$ cat config.mk
export PLATFORM = sky130hd
export DESIGN_NAME = host_bus_port
export DESIGN_NICKNAME = d
export VERILOG_FILES = /design/src/logic/host_bus_pkg.sv /design/src/logic/host_bus_port.sv /design/src/logic/pin_sync2.sv
export SDC_FILE = /design/constraint.sdc
export NUM_CORES = 1
export LEC_CHECK = 0
export ABC_AREA = 0
export BUFFER_PORTS_ARGS = -buffer_cell sky130_fd_sc_hd__clkbuf_2
export CAP_MARGIN = 25
export CORE_MARGIN = 1.5
export CORE_UTILIZATION = 45
export DETAILED_ROUTE_END_ITERATION = 6
export GPL_TIMING_DRIVEN = 0
export PLACE_DENSITY = 0.69
export SETUP_SLACK_MARGIN = 0.1
export SYNTH_ARGS = -nofsm -noshare
export SYNTH_HDL_FRONTEND = slang
export SYNTH_SLANG_ARGS = --single-unit
$ cat constraint.sdc
create_clock -name ref_clk_i -period 7.9 [get_ports ref_clk_i]
set_clock_uncertainty 0.15 [all_clocks]
set_input_delay 0.395 -clock ref_clk_i [delete_from_list [all_inputs] [get_ports ref_clk_i]]
set_output_delay 0.395 -clock ref_clk_i [all_outputs]
set_load 0.03 [all_outputs]
$ cat src/logic/host_bus_pkg.sv
// Constants shared by the host parallel bus port and its testbench
package host_bus_pkg;
    // Bus profile codes, fixed by static configuration
    localparam logic [2:0] PROF_MUX_BASIC = 3'h0;
    localparam logic [2:0] PROF_MUX_EXT_ADDR = 3'h1;
    localparam logic [2:0] PROF_SINGLE_READ = 3'h2;
    localparam logic [2:0] PROF_RW_LEVEL = 3'h3;
    localparam logic [2:0] PROF_RW_LEVEL_BUS_EN = 3'h4;
    localparam logic [2:0] PROF_NO_STROBE = 3'h5;
    localparam logic [2:0] PROF_DATA_STROBE = 3'h6;
    localparam logic [2:0] PROF_RESET = PROF_MUX_BASIC;
    // Where the latched address is presented
    localparam logic [1:0] LATCH_OUT_NONE = 2'h0;
    localparam logic [1:0] LATCH_OUT_FIRST = 2'h1;
    localparam logic [1:0] LATCH_OUT_SECOND = 2'h2;
    // Widths
    localparam int DATA_W = 8;
    localparam int SHARED_W = 16;
    localparam int UPPER_W = 8;
    localparam int FULL_W = 24;
    localparam int EXT_LOW_W = 4;
    localparam int EXT_UPPER_W = 4;
    localparam int SYNC_STAGES = 2;
    // Synchronised pin vector: 5 control pins, address/data, first port, upper address
    localparam int CTL_PINS = 5;
    localparam int SYNC_W = CTL_PINS + SHARED_W + DATA_W + UPPER_W;
    localparam logic [DATA_W-1:0] DATA_RESET = 8'h00;
    localparam logic [SHARED_W-1:0] SHARED_RESET = 16'h0000;
    localparam logic [FULL_W-1:0] ADDR_RESET = 24'h000000;
endpackage

$ cat src/logic/host_bus_port.sv
// Host parallel bus port: profile decode, address latch, access sequencing
`timescale 1ns/1ps
module host_bus_port
    import host_bus_pkg::*;
(
    input wire logic ref_clk_i,
    input wire logic rst_i,
    input wire logic [2:0] profile_i,
    input wire logic nonmux_i,
    input wire logic [1:0] latch_out_cfg_i,
    input wire logic bus_control_input_first_i,
    input wire logic bus_control_input_second_i,
    input wire logic bus_control_input_third_i,
    input wire logic address_strobe_pin_i,
    input wire logic data_bus_enable_input_n_i,
    input wire logic [host_bus_pkg::SHARED_W-1:0] shared_address_data_port_in_i,
    output logic [host_bus_pkg::DATA_W-1:0] shared_address_data_port_out_o,
    output logic shared_address_data_port_oe_o,
    input wire logic [host_bus_pkg::DATA_W-1:0] first_port_in_i,
    output logic [host_bus_pkg::DATA_W-1:0] first_port_out_o,
    output logic first_port_oe_o,
    output logic [host_bus_pkg::DATA_W-1:0] second_port_out_o,
    output logic second_port_oe_o,
    input wire logic [host_bus_pkg::UPPER_W-1:0] upper_address_i,
    input wire logic resource_sel_i,
    input wire logic [host_bus_pkg::DATA_W-1:0] mem_rdata_i,
    output logic [host_bus_pkg::FULL_W-1:0] mem_addr_o,
    output logic [host_bus_pkg::DATA_W-1:0] mem_wdata_o,
    output logic mem_rd_o,
    output logic mem_wr_o,
    output logic mem_fetch_o,
    output logic odd_byte_o,
    output logic logic_array_input_o,
    output logic third_input_free_o,
    output logic strobe_pin_free_o,
    output logic third_port_top_free_o,
    output logic first_port_low_free_o
);
    import host_bus_pkg::*;

    typedef enum logic [1:0] {st_idle, st_read, st_write} access_state_e;

    logic [SYNC_W-1:0] raw_pins;
    logic [SYNC_W-1:0] syn_pins;
    logic ctl0_s, ctl1_s, ctl2_s, strobe_s, bus_en_n_s;
    logic [SHARED_W-1:0] shared_s;
    logic [DATA_W-1:0] pa_s;
    logic [UPPER_W-1:0] upper_s;

    // All pins are asynchronous to ref_clk_i, so every one passes two flops
    assign raw_pins = {bus_control_input_first_i, bus_control_input_second_i, bus_control_input_third_i,
                       address_strobe_pin_i, data_bus_enable_input_n_i, shared_address_data_port_in_i,
                       first_port_in_i, upper_address_i};

    pin_sync2 #(.W(SYNC_W)) u_sync (
        .ref_clk_i(ref_clk_i),
        .rst_i(rst_i),
        .d_i(raw_pins),
        .q_o(syn_pins)
    );

    assign {ctl0_s, ctl1_s, ctl2_s, strobe_s, bus_en_n_s, shared_s, pa_s, upper_s} = syn_pins;

    // Profile is caught once after reset release and then frozen
    logic [2:0] profile, next_profile;
    logic loaded, next_loaded;
    logic settled, next_settled;

    // Settled rises one edge after loading, once the synchroniser holds real pin levels
    always_comb
    begin
        next_profile = loaded ? profile : profile_i;
        next_loaded = 1'b1;
        next_settled = loaded;
    end

    always_ff @(posedge ref_clk_i or posedge rst_i)
    begin
        if (rst_i)
        begin
            profile <= PROF_RESET;
            loaded <= 1'b0;
            settled <= 1'b0;
        end
        else
        begin
            profile <= next_profile;
            loaded <= next_loaded;
            settled <= next_settled;
        end
    end

    // Profile decode of the control pins into read, write and fetch levels
    logic rd_act, wr_act, fetch, strobe_used, ctl2_used, bus_en_used, pa_low_used, ext_addr, nonmux;

    always_comb
    begin
        rd_act = 1'b0;
        wr_act = !ctl0_s;
        fetch = 1'b0;
        strobe_used = 1'b1;
        ctl2_used = 1'b0;
        bus_en_used = 1'b0;
        pa_low_used = 1'b0;
        ext_addr = 1'b0;
        nonmux = nonmux_i;
        case (profile)
            PROF_MUX_BASIC:
            begin
                rd_act = !ctl1_s || !ctl2_s;
                fetch = !ctl2_s;
                ctl2_used = 1'b1;
            end
            PROF_MUX_EXT_ADDR:
            begin
                rd_act = !ctl1_s || !ctl2_s;
                fetch = !ctl2_s;
                ctl2_used = 1'b1;
                pa_low_used = 1'b1;
                ext_addr = 1'b1;
            end
            PROF_SINGLE_READ:
            begin
                rd_act = !ctl1_s;
                fetch = 1'b1;
            end
            PROF_RW_LEVEL:
            begin
                rd_act = ctl1_s && ctl0_s;
                wr_act = ctl1_s && !ctl0_s;
            end
            PROF_RW_LEVEL_BUS_EN:
            begin
                rd_act = ctl1_s && ctl0_s && !bus_en_n_s;
                wr_act = ctl1_s && !ctl0_s && !bus_en_n_s;
                bus_en_used = 1'b1;
            end
            PROF_NO_STROBE:
            begin
                rd_act = !ctl1_s;
                strobe_used = 1'b0;
                nonmux = 1'b1;
            end
            PROF_DATA_STROBE:
            begin
                rd_act = !ctl1_s && ctl0_s;
                wr_act = !ctl1_s && !ctl0_s;
            end
            default:
            begin
                wr_act = 1'b0;
            end
        endcase
        // Synchroniser resets to 0, which reads as an active low strobe; no access until settled
        if (!settled)
        begin
            rd_act = 1'b0;
            wr_act = 1'b0;
        end
    end

    // Unused profile pins are handed to the logic array and general I/O
    assign third_input_free_o = !ctl2_used;
    assign logic_array_input_o = ctl2_used ? 1'b0 : ctl2_s;
    assign strobe_pin_free_o = !strobe_used || nonmux;
    assign third_port_top_free_o = !bus_en_used;
    assign first_port_low_free_o = !pa_low_used && !nonmux;

    // Transparent while strobe is high; the value at its fall is held until the next strobe
    logic [SHARED_W-1:0] latched, next_latched;

    always_comb
    begin
        next_latched = latched;
        if (strobe_s && strobe_used && !nonmux)
        begin
            next_latched = shared_s;
        end
    end

    always_ff @(posedge ref_clk_i or posedge rst_i)
    begin
        if (rst_i)
        begin
            latched <= SHARED_RESET;
        end
        else
        begin
            latched <= next_latched;
        end
    end

    // Full address: upper bits from general port pins, extended profile adds live nibble
    logic [FULL_W-1:0] addr_full;

    always_comb
    begin
        if (nonmux)
        begin
            addr_full = {upper_s, shared_s};
        end
        else if (ext_addr)
        begin
            addr_full = {upper_s[EXT_UPPER_W-1:0], latched, pa_s[EXT_LOW_W-1:0]};
        end
        else
        begin
            addr_full = {upper_s, latched};
        end
    end

    // Access sequencer; address frozen for the length of the access
    access_state_e state, next_state;
    logic [FULL_W-1:0] next_mem_addr;
    logic [DATA_W-1:0] rd_data, next_rd_data, next_wdata;
    logic next_rd, next_wr, next_fetch;

    always_comb
    begin
        next_state = state;
        next_mem_addr = mem_addr_o;
        next_rd_data = rd_data;
        next_wdata = mem_wdata_o;
        next_rd = 1'b0;
        next_wr = 1'b0;
        next_fetch = mem_fetch_o;
        case (state)
            st_idle:
            begin
                next_mem_addr = addr_full;
                if (rd_act)
                begin
                    next_state = st_read;
                    next_rd = 1'b1;
                    next_fetch = fetch;
                end
                else if (wr_act)
                begin
                    next_state = st_write;
                    next_fetch = 1'b0;
                end
            end
            st_read:
            begin
                if (resource_sel_i)
                begin
                    next_rd_data = mem_rdata_i;
                end
                if (!rd_act)
                begin
                    next_state = st_idle;
                end
            end
            st_write:
            begin
                // Data is sampled while the strobe is held and committed at its end
                next_wdata = nonmux ? pa_s : shared_s[DATA_W-1:0];
                if (!wr_act)
                begin
                    next_state = st_idle;
                    next_wr = 1'b1;
                end
            end
            default:
            begin
                next_state = st_idle;
            end
        endcase
    end

    always_ff @(posedge ref_clk_i or posedge rst_i)
    begin
        if (rst_i)
        begin
            state <= st_idle;
            mem_addr_o <= ADDR_RESET;
            rd_data <= DATA_RESET;
            mem_wdata_o <= DATA_RESET;
            mem_rd_o <= 1'b0;
            mem_wr_o <= 1'b0;
            mem_fetch_o <= 1'b0;
        end
        else
        begin
            state <= next_state;
            mem_addr_o <= next_mem_addr;
            rd_data <= next_rd_data;
            mem_wdata_o <= next_wdata;
            mem_rd_o <= next_rd;
            mem_wr_o <= next_wr;
            mem_fetch_o <= next_fetch;
        end
    end

    // Byte lane follows address bit 0 only; there is no byte-high-enable input at all
    assign odd_byte_o = mem_addr_o[0];

    // Pin drivers: data only on a selected read, else released; in mux mode the chosen latch port drives the address
    logic rd_drive;
    assign rd_drive = (state == st_read) && !mem_rd_o && resource_sel_i && rd_act; // Read data loaded, strobe still on
    assign shared_address_data_port_out_o = rd_data;
    assign shared_address_data_port_oe_o = rd_drive && !nonmux;
    assign first_port_out_o = nonmux ? rd_data : latched[DATA_W-1:0];
    assign first_port_oe_o = nonmux ? rd_drive : (latch_out_cfg_i == LATCH_OUT_FIRST);
    assign second_port_out_o = latched[SHARED_W-1:DATA_W];
    assign second_port_oe_o = !nonmux && (latch_out_cfg_i == LATCH_OUT_SECOND);
endmodule

$ cat src/logic/pin_sync2.sv
// Two-flop synchroniser for a vector of asynchronous pins
`timescale 1ns/1ps
module pin_sync2 #(
    parameter int W = 1
) (
    input wire logic ref_clk_i,
    input wire logic rst_i,
    input wire logic [W-1:0] d_i,
    output logic [W-1:0] q_o
);
    logic [W-1:0] meta;
    logic [W-1:0] next_meta;
    logic [W-1:0] next_q;

    // First stage feeds only the second stage
    always_comb
    begin
        next_meta = d_i;
        next_q = meta;
    end

    always_ff @(posedge ref_clk_i or posedge rst_i)
    begin
        if (rst_i)
        begin
            meta <= '0;
            q_o <= '0;
        end
        else
        begin
            meta <= next_meta;
            q_o <= next_q;
        end
    end
endmodule

After elaboration in Yosys (flattened, before gate mapping)
Index checks and enable logic that the tools add are counted.
Widths: inputs -> output; s select.
{"block": "word_totals", "regBits": 140, "in_bits": 54, "output_inout_bits": 68, "wordCells": 87}
{"block": "op_classes", "n_eq_ne": 13, "n_mux": 27, "reduce_logical": 34}
{"operator": "$mux 24", "n": 2}
{"operator": "$mux 8", "n": 2}
{"operator": "$mux 1", "n": 15}
{"operator": "$logic_and 1x1->1", "n": 14}
{"operator": "$eq 3x3->1 const B", "n": 3}
{"operator": "$logic_not 1->1", "n": 9}
{"operator": "$mux 2", "n": 4}
{"operator": "$eq 3x2->1 const B", "n": 2}
{"operator": "$pmux 2 s3", "n": 1}
{"operator": "$pmux 1 s5", "n": 1}
{"operator": "$eq 2x1->1 const B", "n": 2}
{"operator": "$eq 2x2->1 const B", "n": 2}
{"operator": "$ne 2x2->1 const B", "n": 2}
{"operator": "$pmux 1 s4", "n": 1}
{"operator": "$reduce_and 2->1", "n": 2}
{"operator": "$reduce_or 2->1", "n": 2}
{"operator": "$reduce_or 4->1", "n": 1}
{"operator": "$eq 3x1->1 const B", "n": 1}
{"operator": "$logic_not 3->1", "n": 1}
{"operator": "$ne 3x3->1 const B", "n": 1}
{"operator": "$reduce_and 3->1", "n": 1}
{"operator": "$logic_not 2->1", "n": 1}
{"operator": "$logic_or 1x1->1", "n": 2}
{"operator": "$pmux 1 s2", "n": 1}
{"operator": "$reduce_bool 2->1", "n": 1}

Logic depth before layout (Yosys ltp)
Gate-level depths: netlist of the first run.
{"block": "logic_depth", "depth_word": 8, "depth_mapped": 8, "depth_no_buf": 5}

Hierarchy
A second synthesis of the first run with hierarchy kept.
{"block": "unflattened", "hier_cells": 378, "area_unflattened_um2": 5111.2}
{"mod": "host_bus_port", "n_inst": 1, "cells_per_inst": 303, "area_per_inst_um2": 3255.6, "seq_area_each_um2": 1651.6}
{"mod": "pin_sync2", "n_inst": 1, "cells_per_inst": 75, "area_per_inst_um2": 1855.5, "seq_area_each_um2": 1851.8}

Worst setup path before layout of the first run
Ideal clock, no wire load.
{"block": "synth_timing", "kind": "flip-flop to output port", "from": "register profile[0]", "to": "output port shared_address_data_port_oe_o", "arrival_time_ps": 2184, "t_required_ps": 7355, "setup_slack_ps": 5171, "stages_incl_launch_ff": 5, "path_buffers": 0, "cell_sequence": "dfrtp_1 -> or4b_1 -> a21oi_2 -> o311ai_4 -> nor4_1"}
{"block": "synth_via", "elab_chain_len": 6, "elab_cells_between_ends": 15, "classes_between": "eq/ne (6); mux (3); reduce/logical (6)"}
{"item": "start: declaration", "line_no": "host_bus_port.sv:65", "text": "logic [2:0] profile, next_profile;"}
{"item": "start signal: assignment", "line_no": "host_bus_port.sv:87", "text": "profile <= next_profile;"}
{"item": "$eq 3x3->1 (tied with other cells)", "line_no": "host_bus_port.sv:107", "text": "case (profile)"}
{"item": "$reduce_or 2->1 (no line)"}
{"item": "$pmux 1 s5", "line_no": "host_bus_port.sv:107"}
{"item": "$mux 1", "line_no": "host_bus_port.sv:155", "text": "if (!settled)"}
{"item": "$logic_and 1x1->1", "line_no": "host_bus_port.sv:300", "text": "assign rd_drive = (state == st_read) && !mem_rd_o && resource_sel_i && rd_act;"}
{"item": "$logic_and 1x1->1 (*)", "line_no": "host_bus_port.sv:302", "text": "assign shared_address_data_port_oe_o = rd_drive && !nonmux;"}
{"item": "end: declaration", "line_no": "host_bus_port.sv:18", "text": "output logic shared_address_data_port_oe_o,"}
Mark *: on every way between the ends. The rest lies on a longest branch, timed or not.

Worst setup path after layout of the first run
{"block": "layout_timing", "from": "register profile[1]", "to": "output port first_port_out_o[3] in the netlist's numbering"}
{"block": "layout_via", "elab_chain_len": 3}
{"item": "$eq 3x3->1", "line_no": "host_bus_port.sv:107"}
{"item": "$mux 1", "line_no": "host_bus_port.sv:107"}
{"item": "$mux 8", "line_no": "host_bus_port.sv:303", "text": "assign first_port_out_o = nonmux ? rd_data : latched[DATA_W-1:0];"}
{"item": "end: declaration", "line_no": "host_bus_port.sv:20", "text": "output logic [host_bus_pkg::DATA_W-1:0] first_port_out_o,"}
No other way between the ends.

==> results of run 1 <==
flip-flops by register name, summed over array words and instances, names as in the netlist:
signal,cells
settled,1
u_sync.q_o,37
loaded,1
mem_wdata_o,8
latched,16
mem_rd_o,1
shared_address_data_port_out_o,8
mem_addr_o,24
state,2
profile,3
mem_fetch_o,1
u_sync.meta,37
mem_wr_o,1
path summary, 6_finish.rpt:
kind / end / cells past startpoint
max: first_port_out_o[3] / 9
min in group asynchronous: u_sync.meta[0]$_DFF_PP0_ / 3
max reg2reg: latched[2]$_DFFE_PP0P_ / 6
min reg2reg: u_sync.q_o[29]$_DFF_PP0_ / 0
max in group asynchronous: mem_addr_o[11]$_DFFE_PP0P_ / 4
min: u_sync.q_o[29]$_DFF_PP0_ / 0
placed cells by master (no fill, tap or decap), types with 2 or more instances in the layout:
cell and n:
nor3_1 2, nor2_1 28, clkbuf_2 121, buf_2 5, mux2i_1 16, clkinv_2 3
buf_6 2, nand2_1 36, clkbuf_8 3, nor3b_1 8, dfrtp_1 140, mux2_2 27
clkbuf_16 16, bufinv_16 2, nand3b_1 4, a2bb2oi_1 7, nand3_1 2, inv_1 2
o2111ai_1 2, a21oi_1 33, o21ai_0 10, dlygate4sd3_1 49, nand2b_1 3, clkbuf_1 11
clkinv_4 2, inv_6 3, a21oi_2 3, buf_4 9, nor2b_1 2, a222oi_1 9
clkinvlp_4 4
routing by layer:
metal  track usage (%)  wire (µm)  vias up  part of all wire (%)
met3              6.10        629       12                   5.5
met5                 0          0        -                     0
met4              8.55        143        0                   1.2
li1                  -          -     1675                     -
met2              34.1       5870      101                    51
met1              26.3       4810     1799                    42
repair_timing:
item / in CTS / in global routing
hold endpoints to repair: 90 / 0
buffers inserted: 0 / 0
hold buffers: 49 / 0
cell type report:
type / count / area [µm²]
flip-flops and latches: 140 / 3500
fillers: 834 / 3960
clock inverters: 13 / 140
inverters: 4 / 20.0
repair buffers: 170 / 1120
well taps: 140 / 175
clock buffers: 19 / 442
plain buffers: 28 / 161
multi-input cells: 202 / 1370
through the flow:
stage          hold WS [ns]  utilization (%)  power, mW  cell area [µm²]
2_1_floorplan         0.181                -       1.25             5050
3_3_place_gp          0.183             53.5       1.40             5830
3_5_place_dp          0.185             53.8       1.42             5860
4_1_cts               0.198             63.7       2.20             6930
5_1_grt               0.202             63.7       2.29             6930
6_report              0.198             63.7       2.18             6930
Yosys cell counts, types with 4 or more instances:
| cell type | n | area, µm² |
|---|---|---|
| a21oi_1 | 33 | 165 |
| a222oi_1 | 9 | 90.1 |
| a2bb2oi_1 | 7 | 61.3 |
| buf_2 | 5 | 25.0 |
| buf_4 | 9 | 67.6 |
| clkbuf_1 | 11 | 41.3 |
| dfrtp_1 | 140 | 3500 |
| mux2_2 | 27 | 304 |
| mux2i_1 | 16 | 160 |
| nand2_1 | 36 | 135 |
| nand3b_1 | 4 | 30.0 |
| nor2_1 | 28 | 105 |
| nor3b_1 | 8 | 60.1 |
| o21ai_0 | 10 | 50.1 |
critical path, stage by stage (launching register included):
cell	delay [ns]
dfrtp_1	0.39
buf_6	0.14
nor2b_1	0.18
a21oi_2	0.13
inv_2	0.19
buf_2	0.35
buf_2	0.30
nand2_1	0.08
nand2_1	0.08
clkbuf_2	0.20
logic make-up after synthesis:
kind of cell	count (synthesis)	share of synthesized area [%]
flip-flops	140	69.4
AND/OR/NAND/NOR	90	8.55
AO/OA/AOI/OAI	68	9.32
multiplexers	43	9.19
buffers and inverters	32	3.49
other	1	0.0743
power by group through the flow:
stage | clock [mW] | combinational (mW) | sequential (mW)
4_1_cts | 0.776 | 0.530 | 0.897
5_1_grt | 0.811 | 0.565 | 0.910
6_report | 0.764 | 0.524 | 0.896
2_1_floorplan | 0 | 0.221 | 1.03
3_5_place_dp | 0 | 0.510 | 0.908
3_3_place_gp | 0 | 0.500 | 0.902
==> results by group, run 1 <==
Die
  • Chip Width: 109 µm
  • Row count: 38
  • Number of placed I/O pins: 122
  • Chip Height: 109 µm
  • Placeable Area: 10900 µm²
  • Starting Density: 46.4%
  • Die area: 11900 µm²

Yosys
  • Syn Inst Count: 374
  • Post-synth EDFFs: 0
  • Syn_nets: 428
  • Synth Cell Area: 5050 µm²
  • Post-synthesis register bit count: 140
  • Cell variety after synth: 34
  • Post-synth top flop: dfrtp_1
  • Post-synth ARST share: 100%
  • Seq/Total Area, Yosys: 69.4%
  • Synth warnings: 0
  • Syn_area_per_cell: 13.5 µm²

STA
  • Finish-stage setup viols: 0
  • Period minus WS final: 3.12 ns
  • Final setup margin: 4.78 ns
  • Fin. max-slew vios: 0
  • Final hold vios: 0
  • Fin Setup TNS: 0 ns
  • RSZ-0062 raised after global routing: no
  • Slew @ Worst Pin: 0.639 ns
  • Relative slew slack: 57.4%
  • Max Fclk: 320 MHz
  • Crit share post-route: 39.5%

Power and ir drop
  • Peak VDD IR: 217 µV
  • PwrDens: 315 nW/µm²
  • Internal: 1.47 mW
  • Switching Share: 32.7%
  • Seq pwr share: 41.0%
  • Gate power share: 24.0%
  • Clock power frac: 35.0%
  • Net switching power: 714 µW
  • Leak pwr: 3.27 nW

CTS
  • H-tree Lvls: 4
  • CTS tree: yes
  • Clk Latency, worst-skew pair: 0.53 ns
  • Maximum clock path buffer count: 2
  • # resized after CTS: 0
  • CTS Buf Count: 17
  • Clock-pin slew on the worst setup and hold paths: 0.06 ns
  • Clock Sinks: 140
  • Clock tree root buffer cell: clkbuf_8

Critical path
  • Crit path launch type: flip-flop
  • Crit-path max FO: 10
  • WP data required: 7.36 ns
  • Worst reg2reg startpoint: profile[1]$_DFFE_PP0N_
  • Worst R2R Setup Slack: 5.76 ns
  • WS Path Type: reg2out
  • Critical Path Sink Type: output pin
  • Worst setup path startpoint: profile[1]$_DFFE_PP0N_
  • CP Data Arrival Time: 2.58 ns

Global route
  • First-pass GRT wire length: 18100 µm
  • Pin count of the biggest net entering global routing: 99
  • Vias in the first global route: 3602
  • Antenna violations before repair: 0
  • GRT Overall Usage: 21.0%
  • Remaining Overflow, GRT: 0

Routing
  • Via count: 3587
  • Post-route ant nets: 0
  • 1st-iter DRT viols: 213
  • Drt pass-1 iters: 5
  • Via/cell ratio: 5.01
  • Residual DRC: 0
  • Wire per inst: 16.0 µm
  • Post-Route WL: 11500 µm

Placed design
  • Port bufs: 120
  • GP Congestion: 0.756
  • Post-DP HPWL: 7630 µm
  • Placed cell count: 635
  • DP Worst Slack: 5.18 ns

Cells and area
  • Fraction of layout cells with a size suffix above 1: 35.9%
  • Diodes inserted: 0
  • Non-Filler Instances: 716
  • Synth-to-Final Area Change: 37.2%
  • Nets: 617

Min path
  • Hold crit path type: reg2reg
  • Worst hold path startpoint: u_sync.meta[29]$_DFF_PP0_

Outcome
  • Run status: finished clean

Run
  • Max-cap viol count: 0
(Power assumes the default switching activity.)
==> run 2: changes to the inputs <==
==> constraint.sdc (replaced) <==
create_clock -name ref_clk_i -period 3 [get_ports ref_clk_i]
set_clock_uncertainty 0.15 [all_clocks]
set_input_delay 0.15 -clock ref_clk_i [delete_from_list [all_inputs] [get_ports ref_clk_i]]
set_output_delay 0.15 -clock ref_clk_i [all_outputs]
set_load 0.03 [all_outputs]
==> results by group, run 2 (synthesis gave the netlist of run 1 again) <==
Outcome
  • Run status: finished clean

CTS
  • Maximum clock path buffer count: 2
  • Clk Latency, worst-skew pair: 0.52 ns
  • Post-CTS setup buffers: 0
  • H-tree Lvls: 4
  • Clock tree root buffer cell: clkbuf_8
  • CTS tree: yes
  • Clock-pin slew on the worst setup and hold paths: 0.06 ns
  • CTS Buf Count: 17
  • Clock Sinks: 140

Cells and area
  • Biggest regs: u_sync.meta (37), u_sync.q_o (37), mem_addr_o (24)
  • Most frequent cells in the layout: dfrtp_1, clkbuf_2, dlygate4sd3_1
  • Register area: 3500 µm²
  • Non-Filler Instances: 717
  • Fraction of layout cells with a size suffix above 1: 36.0%
  • Multi-input logic area: 1370 µm²
  • Fillers: 854
  • Commonest non-fill, non-tap cell in the layout: dfrtp_1
  • Diodes inserted: 0
  • Synth-to-Final Area Change: 37.1%
  • Final Util: 63.6%
  • Nets: 618

Routing
  • Drt pass-1 iters: 7
  • Residual DRC: 0
  • Wire per inst: 15.9 µm
  • Post-Route WL: 11400 µm
  • Via/cell ratio: 5.03
  • Post-route ant nets: 0
  • Via count: 3610
  • 1st-iter DRT viols: 274

Die
  • Chip Width: 109 µm
  • Row count: 38
  • Chip Height: 109 µm
  • Number of placed I/O pins: 122
  • Starting Density: 46.4%
  • Placeable Area: 10900 µm²
  • Die area: 11900 µm²

Critical path
  • CP Data Arrival Time: 2.32 ns
  • Crit path launch type: flip-flop
  • Crit-path max FO: 6
  • Critical Path Sink Type: output pin
  • WP data required: 2.70 ns
  • WS Path Type: reg2out
  • Critical-path cell with the highest stage delay: or4b_1
  • Max incr delay on CP: 0.54 ns
  • Crit-path cells: or4b_1, a21oi_2, o311ai_4, o41ai_2, clkbuf_2

STA
  • Period minus WS final: 2.62 ns
  • Slew @ Worst Pin: 0.617 ns
  • Crit share post-route: 87.3%
  • Fin. max-slew vios: 0
  • RSZ-0062 raised after global routing: no
  • Fin Setup TNS: 0 ns
  • Final hold vios: 0
  • Max Fclk: 382 MHz
  • Relative slew slack: 58.8%
  • Finish-stage setup viols: 0

Power and ir drop
  • Peak VDD IR: 485 µV
  • Leak pwr: 3.26 nW
  • PwrDens: 811 nW/µm²

Global route
  • Antenna violations before repair: 0
  • Vias in the first global route: 3498
  • Remaining Overflow, GRT: 0
  • First-pass GRT wire length: 17800 µm
  • Pin count of the biggest net entering global routing: 47
  • GRT Overall Usage: 20.6%

Placed design
  • Post-DP HPWL: 7760 µm
  • Port bufs: 120
  • Placed cell count: 637
  • GP Congestion: 0.767

Min path
  • Hold crit path type: in2async

Run
  • Max-cap viol count: 0
run 2: power breakdown:
group	internal [mW]	switching, mW	total (mW)
combinational	0.481	0.899	1.38
clock	1.08	0.786	1.87
sequential	2.17	0.199	2.37
total	3.73	1.88	5.61
run 2: per-layer routing:
metal	global-route usage (%)	up-vias	routed length, µm
li1	-	1672	-
met1	25.9	1804	4700
met4	7.71	0	172
met5	0	-	0
met2	33.5	119	5770
met3	6.58	15	729
run 2: layout make-up:
type                            instances  share of cell area (%)
Buffer                                 27                    2.30
Clock buffer                           20                    6.58
Clock inverter                         12                    1.30
Inverter                                4                   0.271
Multi-Input combinational cell        202                    19.8
Sequential cell                       140                    50.6
Tap cell                              140                    2.53
Timing Repair Buffer                  172                    16.6
run 2: metrics by stage:
stage                     instance area [µm²]  hold slack, ns  setup WS, ns  power (mW)
after floorplan                          5050          0.0314         0.516        3.29
final                                    6920          0.0893         0.382        5.61
after detailed placement                 5890          0.0911         0.637        3.73
after CTS                                6930          0.0833         0.193        5.67
after global routing                     6920          0.0965         0.202        5.89
after global placement                   5830           0.108         0.205        3.69
run 2: worst max-delay path: cells and delay by family, from the launching register on:
kind,cells,cell delay [ns]
simple gates,1,0.54
flops,1,0.38
compound gates,3,0.63
buf+inv,1,0.25
run 2: path summary, 6_finish.rpt:
kind | from | end | slack [ns] | cells after the start
min in group ref_clk_i | shared_address_data_port_in_i[10] | u_sync.meta[26]$_DFF_PP0_ | 0.12 | 2
setup / recovery | profile[0]$_DFFE_PP0N_ | first_port_oe_o | 0.38 | 5
setup reg to reg | profile[1]$_DFFE_PP0N_ | latched[1]$_DFFE_PP0P_ | 0.83 | 6
hold reg to reg | u_sync.meta[20]$_DFF_PP0_ | u_sync.q_o[20]$_DFF_PP0_ | 0.19 | 0
max in group asynchronous | rst_i | shared_address_data_port_out_o[2]$_DFFE_PP0P_ | 1.80 | 5
hold / removal | rst_i | u_sync.meta[30]$_DFF_PP0_ | 0.09 | 3
run 2: repair_timing:
action                                  CTS  global route
endpoints found under the setup margin    8             8
hold buffers                             49             0
gates resized for setup                   1             0
endpoints found under the hold margin   145             0
==> run 3: changes to the inputs <==
--- a/config.mk
+++ b/config.mk
@@ -11,9 +11,11 @@
 export CORE_MARGIN = 1.5
 export CORE_UTILIZATION = 45
 export DETAILED_ROUTE_END_ITERATION = 6
-export GPL_TIMING_DRIVEN = 0
+export GPL_TIMING_DRIVEN = 1
+export MAX_ROUTING_LAYER = met4
 export PLACE_DENSITY = 0.69
 export SETUP_SLACK_MARGIN = 0.1
 export SYNTH_ARGS = -nofsm -noshare
 export SYNTH_HDL_FRONTEND = slang
+export SYNTH_HIERARCHICAL = 1
 export SYNTH_SLANG_ARGS = --single-unit
==> results by group, run 3 <==
Yosys
  • Largest cells by area after synthesis: dfrtp_1, nand2_1, mux2_2
  • Synth Cell Area: 5110 µm²
  • Syn_nets: 432
  • Most numerous cell in the Yosys netlist: dfrtp_1
  • Post-synth EDFFs: 0
  • Post-synth ARST share: 100%
  • Syn_area_per_cell: 13.5 µm²
  • Post-synthesis register bit count: 140
  • Synth warnings: 6
  • Seq/Total Area, Yosys: 68.5%
  • Cell variety after synth: 40
  • Post-synth top flop: dfrtp_1
  • Most instantiated cells after synthesis: dfrtp_1, nand2_1, o21ai_0
  • Biggest area consumer among synthesized cells: dfrtp_1
  • Syn Inst Count: 378
  • Post-synth top area share: 68.5%

Die
  • Chip Height: 110 µm
  • Number of placed I/O pins: 122
  • Row count: 38
  • Placeable Area: 10900 µm²
  • Starting Density: 46.7%
  • Chip Width: 110 µm
  • Die area: 12000 µm²

Critical path
  • WP data required: 2.70 ns
  • WS Path Type: reg2out
  • Worst reg-to-reg path cell count: 6
  • Worst R2R Setup Slack: 0.58 ns
  • Crit path max-delay family: buffers and inverters
  • Crit-path cells: nor2b_2, a21oi_4, clkinvlp_4, nor4_1, clkbuf_2
  • Critical Path Sink Type: output pin
  • Crit-path max FO: 14
  • Critical R2R Capture: mem_addr_o[23]$_DFFE_PP0P_
  • Worst setup path startpoint: profile[0]$_DFFE_PP0N_
  • Critical-path cell with the highest stage delay: dfrtp_1
  • Max incr delay on CP: 0.45 ns
  • CP Data Arrival Time: 2.35 ns
  • Worst reg2reg startpoint: profile[0]$_DFFE_PP0N_
  • CP bufs+invs: 2
  • Crit path launch type: flip-flop

Min path
  • Hold path depth: 4
  • Hold crit path type: in2reg
  • Hold endpoint: mem_wdata_o[1]$_DFFE_PP0N_
  • Worst hold path startpoint: nonmux_i

Power and ir drop
  • Leak pwr: 3.23 nW
  • Internal: 3.76 mW
  • Net switching power: 1.85 mW
  • Gate power share: 23.1%
  • Switching Share: 33.0%
  • Total power: 5.62 mW
  • Clock power frac: 34.7%
  • Peak VDD IR: 440 µV
  • PwrDens: 824 nW/µm²
  • Seq pwr share: 42.2%

STA
  • Crit share post-route: 88.5%
  • Final hold vios: 0
  • Fin Setup TNS: 0 ns
  • Period minus WS final: 2.65 ns
  • Hold WS: 0.0897 ns
  • Finish-stage setup viols: 0
  • Slew @ Worst Pin: 0.776 ns
  • Relative slew slack: 48.3%
  • Fin. max-slew vios: 0
  • RSZ-0062 raised after global routing: no
  • Max Fclk: 377 MHz

Cells and area
  • Fillers: 853
  • Most frequent cells in the layout: dfrtp_1, clkbuf_2, nand2_1
  • Diodes inserted: 0
  • Biggest regs: u_sync/meta (37), u_sync/q_o (37), mem_addr_o (24)
  • Synth-to-Final Area Change: 33.5%
  • Nets: 598
  • Register area: 3500 µm²
  • Commonest non-fill, non-tap cell in the layout: dfrtp_1
  • Fraction of layout cells with a size suffix above 1: 35.5%
  • Multi-input logic area: 1410 µm²

Placed design
  • GP Congestion: 0.842
  • Post-DP HPWL: 7450 µm
  • Port bufs: 121

Routing
  • Met3 WL post-DR: 681 µm
  • Residual DRC: 0
  • 1st-iter DRT viols: 221
  • Via/cell ratio: 4.93
  • Drt pass-1 iters: 4
  • M1 WL: 4650 µm
  • Post-route ant nets: 0
  • Via count: 3437
  • Post-Route WL: 11000 µm
  • Wire length on met2: 5500 µm
  • Max layer used: met4
  • Wire per inst: 15.8 µm

Global route
  • GRT Overall Usage: 20.3%
  • Pin count of the biggest net entering global routing: 49
  • Remaining Overflow, GRT: 0
  • First-pass GRT wire length: 17500 µm
  • Vias in the first global route: 3388
  • Antenna violations before repair: 0

CTS
  • Clock tree root buffer cell: clkbuf_16
  • Post-CTS setup buffers: 0
  • Clk Latency, worst-skew pair: 0.41 ns
  • Maximum clock path buffer count: 2
  • Clock Sinks: 140
  • CTS Buf Count: 17
  • H-tree Lvls: 4
  • CTS tree: yes
  • Clock-pin slew on the worst setup and hold paths: 0.06 ns

Outcome
  • Run status: finished clean

Run
  • Max-cap viol count: 0
run 3: changes by cell type after synthesis, sizes merged, moves of 3 or more:
| cell | before | now |
|---|---|---|
| nor2 | 28 | 9 |
| o22a | 1 | 16 |
| o21ai | 10 | 32 |
| a2bb2oi | 7 | 0 |
| a222oi | 9 | 0 |
| o22ai | 0 | 16 |
| a21oi | 36 | 1 |
| nand2 | 36 | 60 |
| nor3b | 9 | 1 |
| clkbuf | 12 | 9 |
| buf | 16 | 21 |
run 3: kinds of logic (layout without fill, tap and decap cells):
| group | Yosys count | in the layout | share of synthesized area (%) |
|---|---|---|---|
| flops | 140 | 140 | 68.5 |
| simple gates | 84 | 84 | 7.54 |
| compound gates | 73 | 73 | 9.67 |
| mux | 45 | 45 | 10.3 |
| buf+inv | 35 | 214 | 3.92 |
| other cells | 1 | 1 | 0.0734 |
run 3: layout make-up:
class | count | area share [%]
clock buffers | 18 | 6.29
clock inverters | 14 | 1.98
inverters | 5 | 0.348
multi-input cells | 203 | 20.6
flip-flops and latches | 140 | 51.3
well taps | 140 | 2.57
repair buffers | 177 | 16.8
run 3: what timing repair did:
| action | 4_1_cts | 5_1_grt |
|---|---|---|
| hold endpoints to repair | 110 | 0 |
| resized for setup | 0 | 1 |
| setup endpoints to repair | 0 | 1 |
| hold buffers | 49 | 0 |
run 3: worst min-delay path: stages:
cell and delay [ns]:
clkbuf_2 0.15, a21oi_4 0.08, mux2i_1 0.14, o21ai_0 0.08
run 3: metrics by stage:
step	util (%)	instances	instance area [µm²]	setup WS [ns]
final	62.4	697	6820	0.345
after global routing	62.4	697	6820	0.181
after global placement	52.7	616	5760	0.677
after floorplan	-	378	5110	0.505
after CTS	62.4	697	6820	0.210
after detailed placement	52.7	616	5760	0.613
run 3: metal layers:
| metal | vias to the layer above | global-route usage (%) |
|---|---|---|
| met2 | 122 | 29.9 |
| li1 | 1627 | - |
| met3 | 17 | 5.45 |
| met4 | 0 | 6.59 |
| met1 | 1671 | 27.5 |
| met5 | - | - |
run 3: worst max-delay path by stage:
stage / endpoint / slack, ns / cells past startpoint
after floorplan: first_port_oe_o / 0.51 / 6
after global placement: mem_addr_o[17]$_DFFE_PP0P_ / 0.68 / 6
after detailed placement: mem_addr_o[21]$_DFFE_PP0P_ / 0.61 / 6
after CTS: shared_address_data_port_oe_o / 0.21 / 5
after global routing: shared_address_data_port_oe_o / 0.18 / 5
final: shared_address_data_port_oe_o / 0.35 / 5
run 3: power groups by stage:
stage | clock, mW | sequential, mW | combinational (mW)
floorplan | 0 | 2.68 | 0.593
global placement | 0 | 2.39 | 1.23
detailed placement | 0 | 2.40 | 1.25
CTS | 1.98 | 2.37 | 1.30
global route | 2.08 | 2.41 | 1.40
finish | 1.95 | 2.37 | 1.30
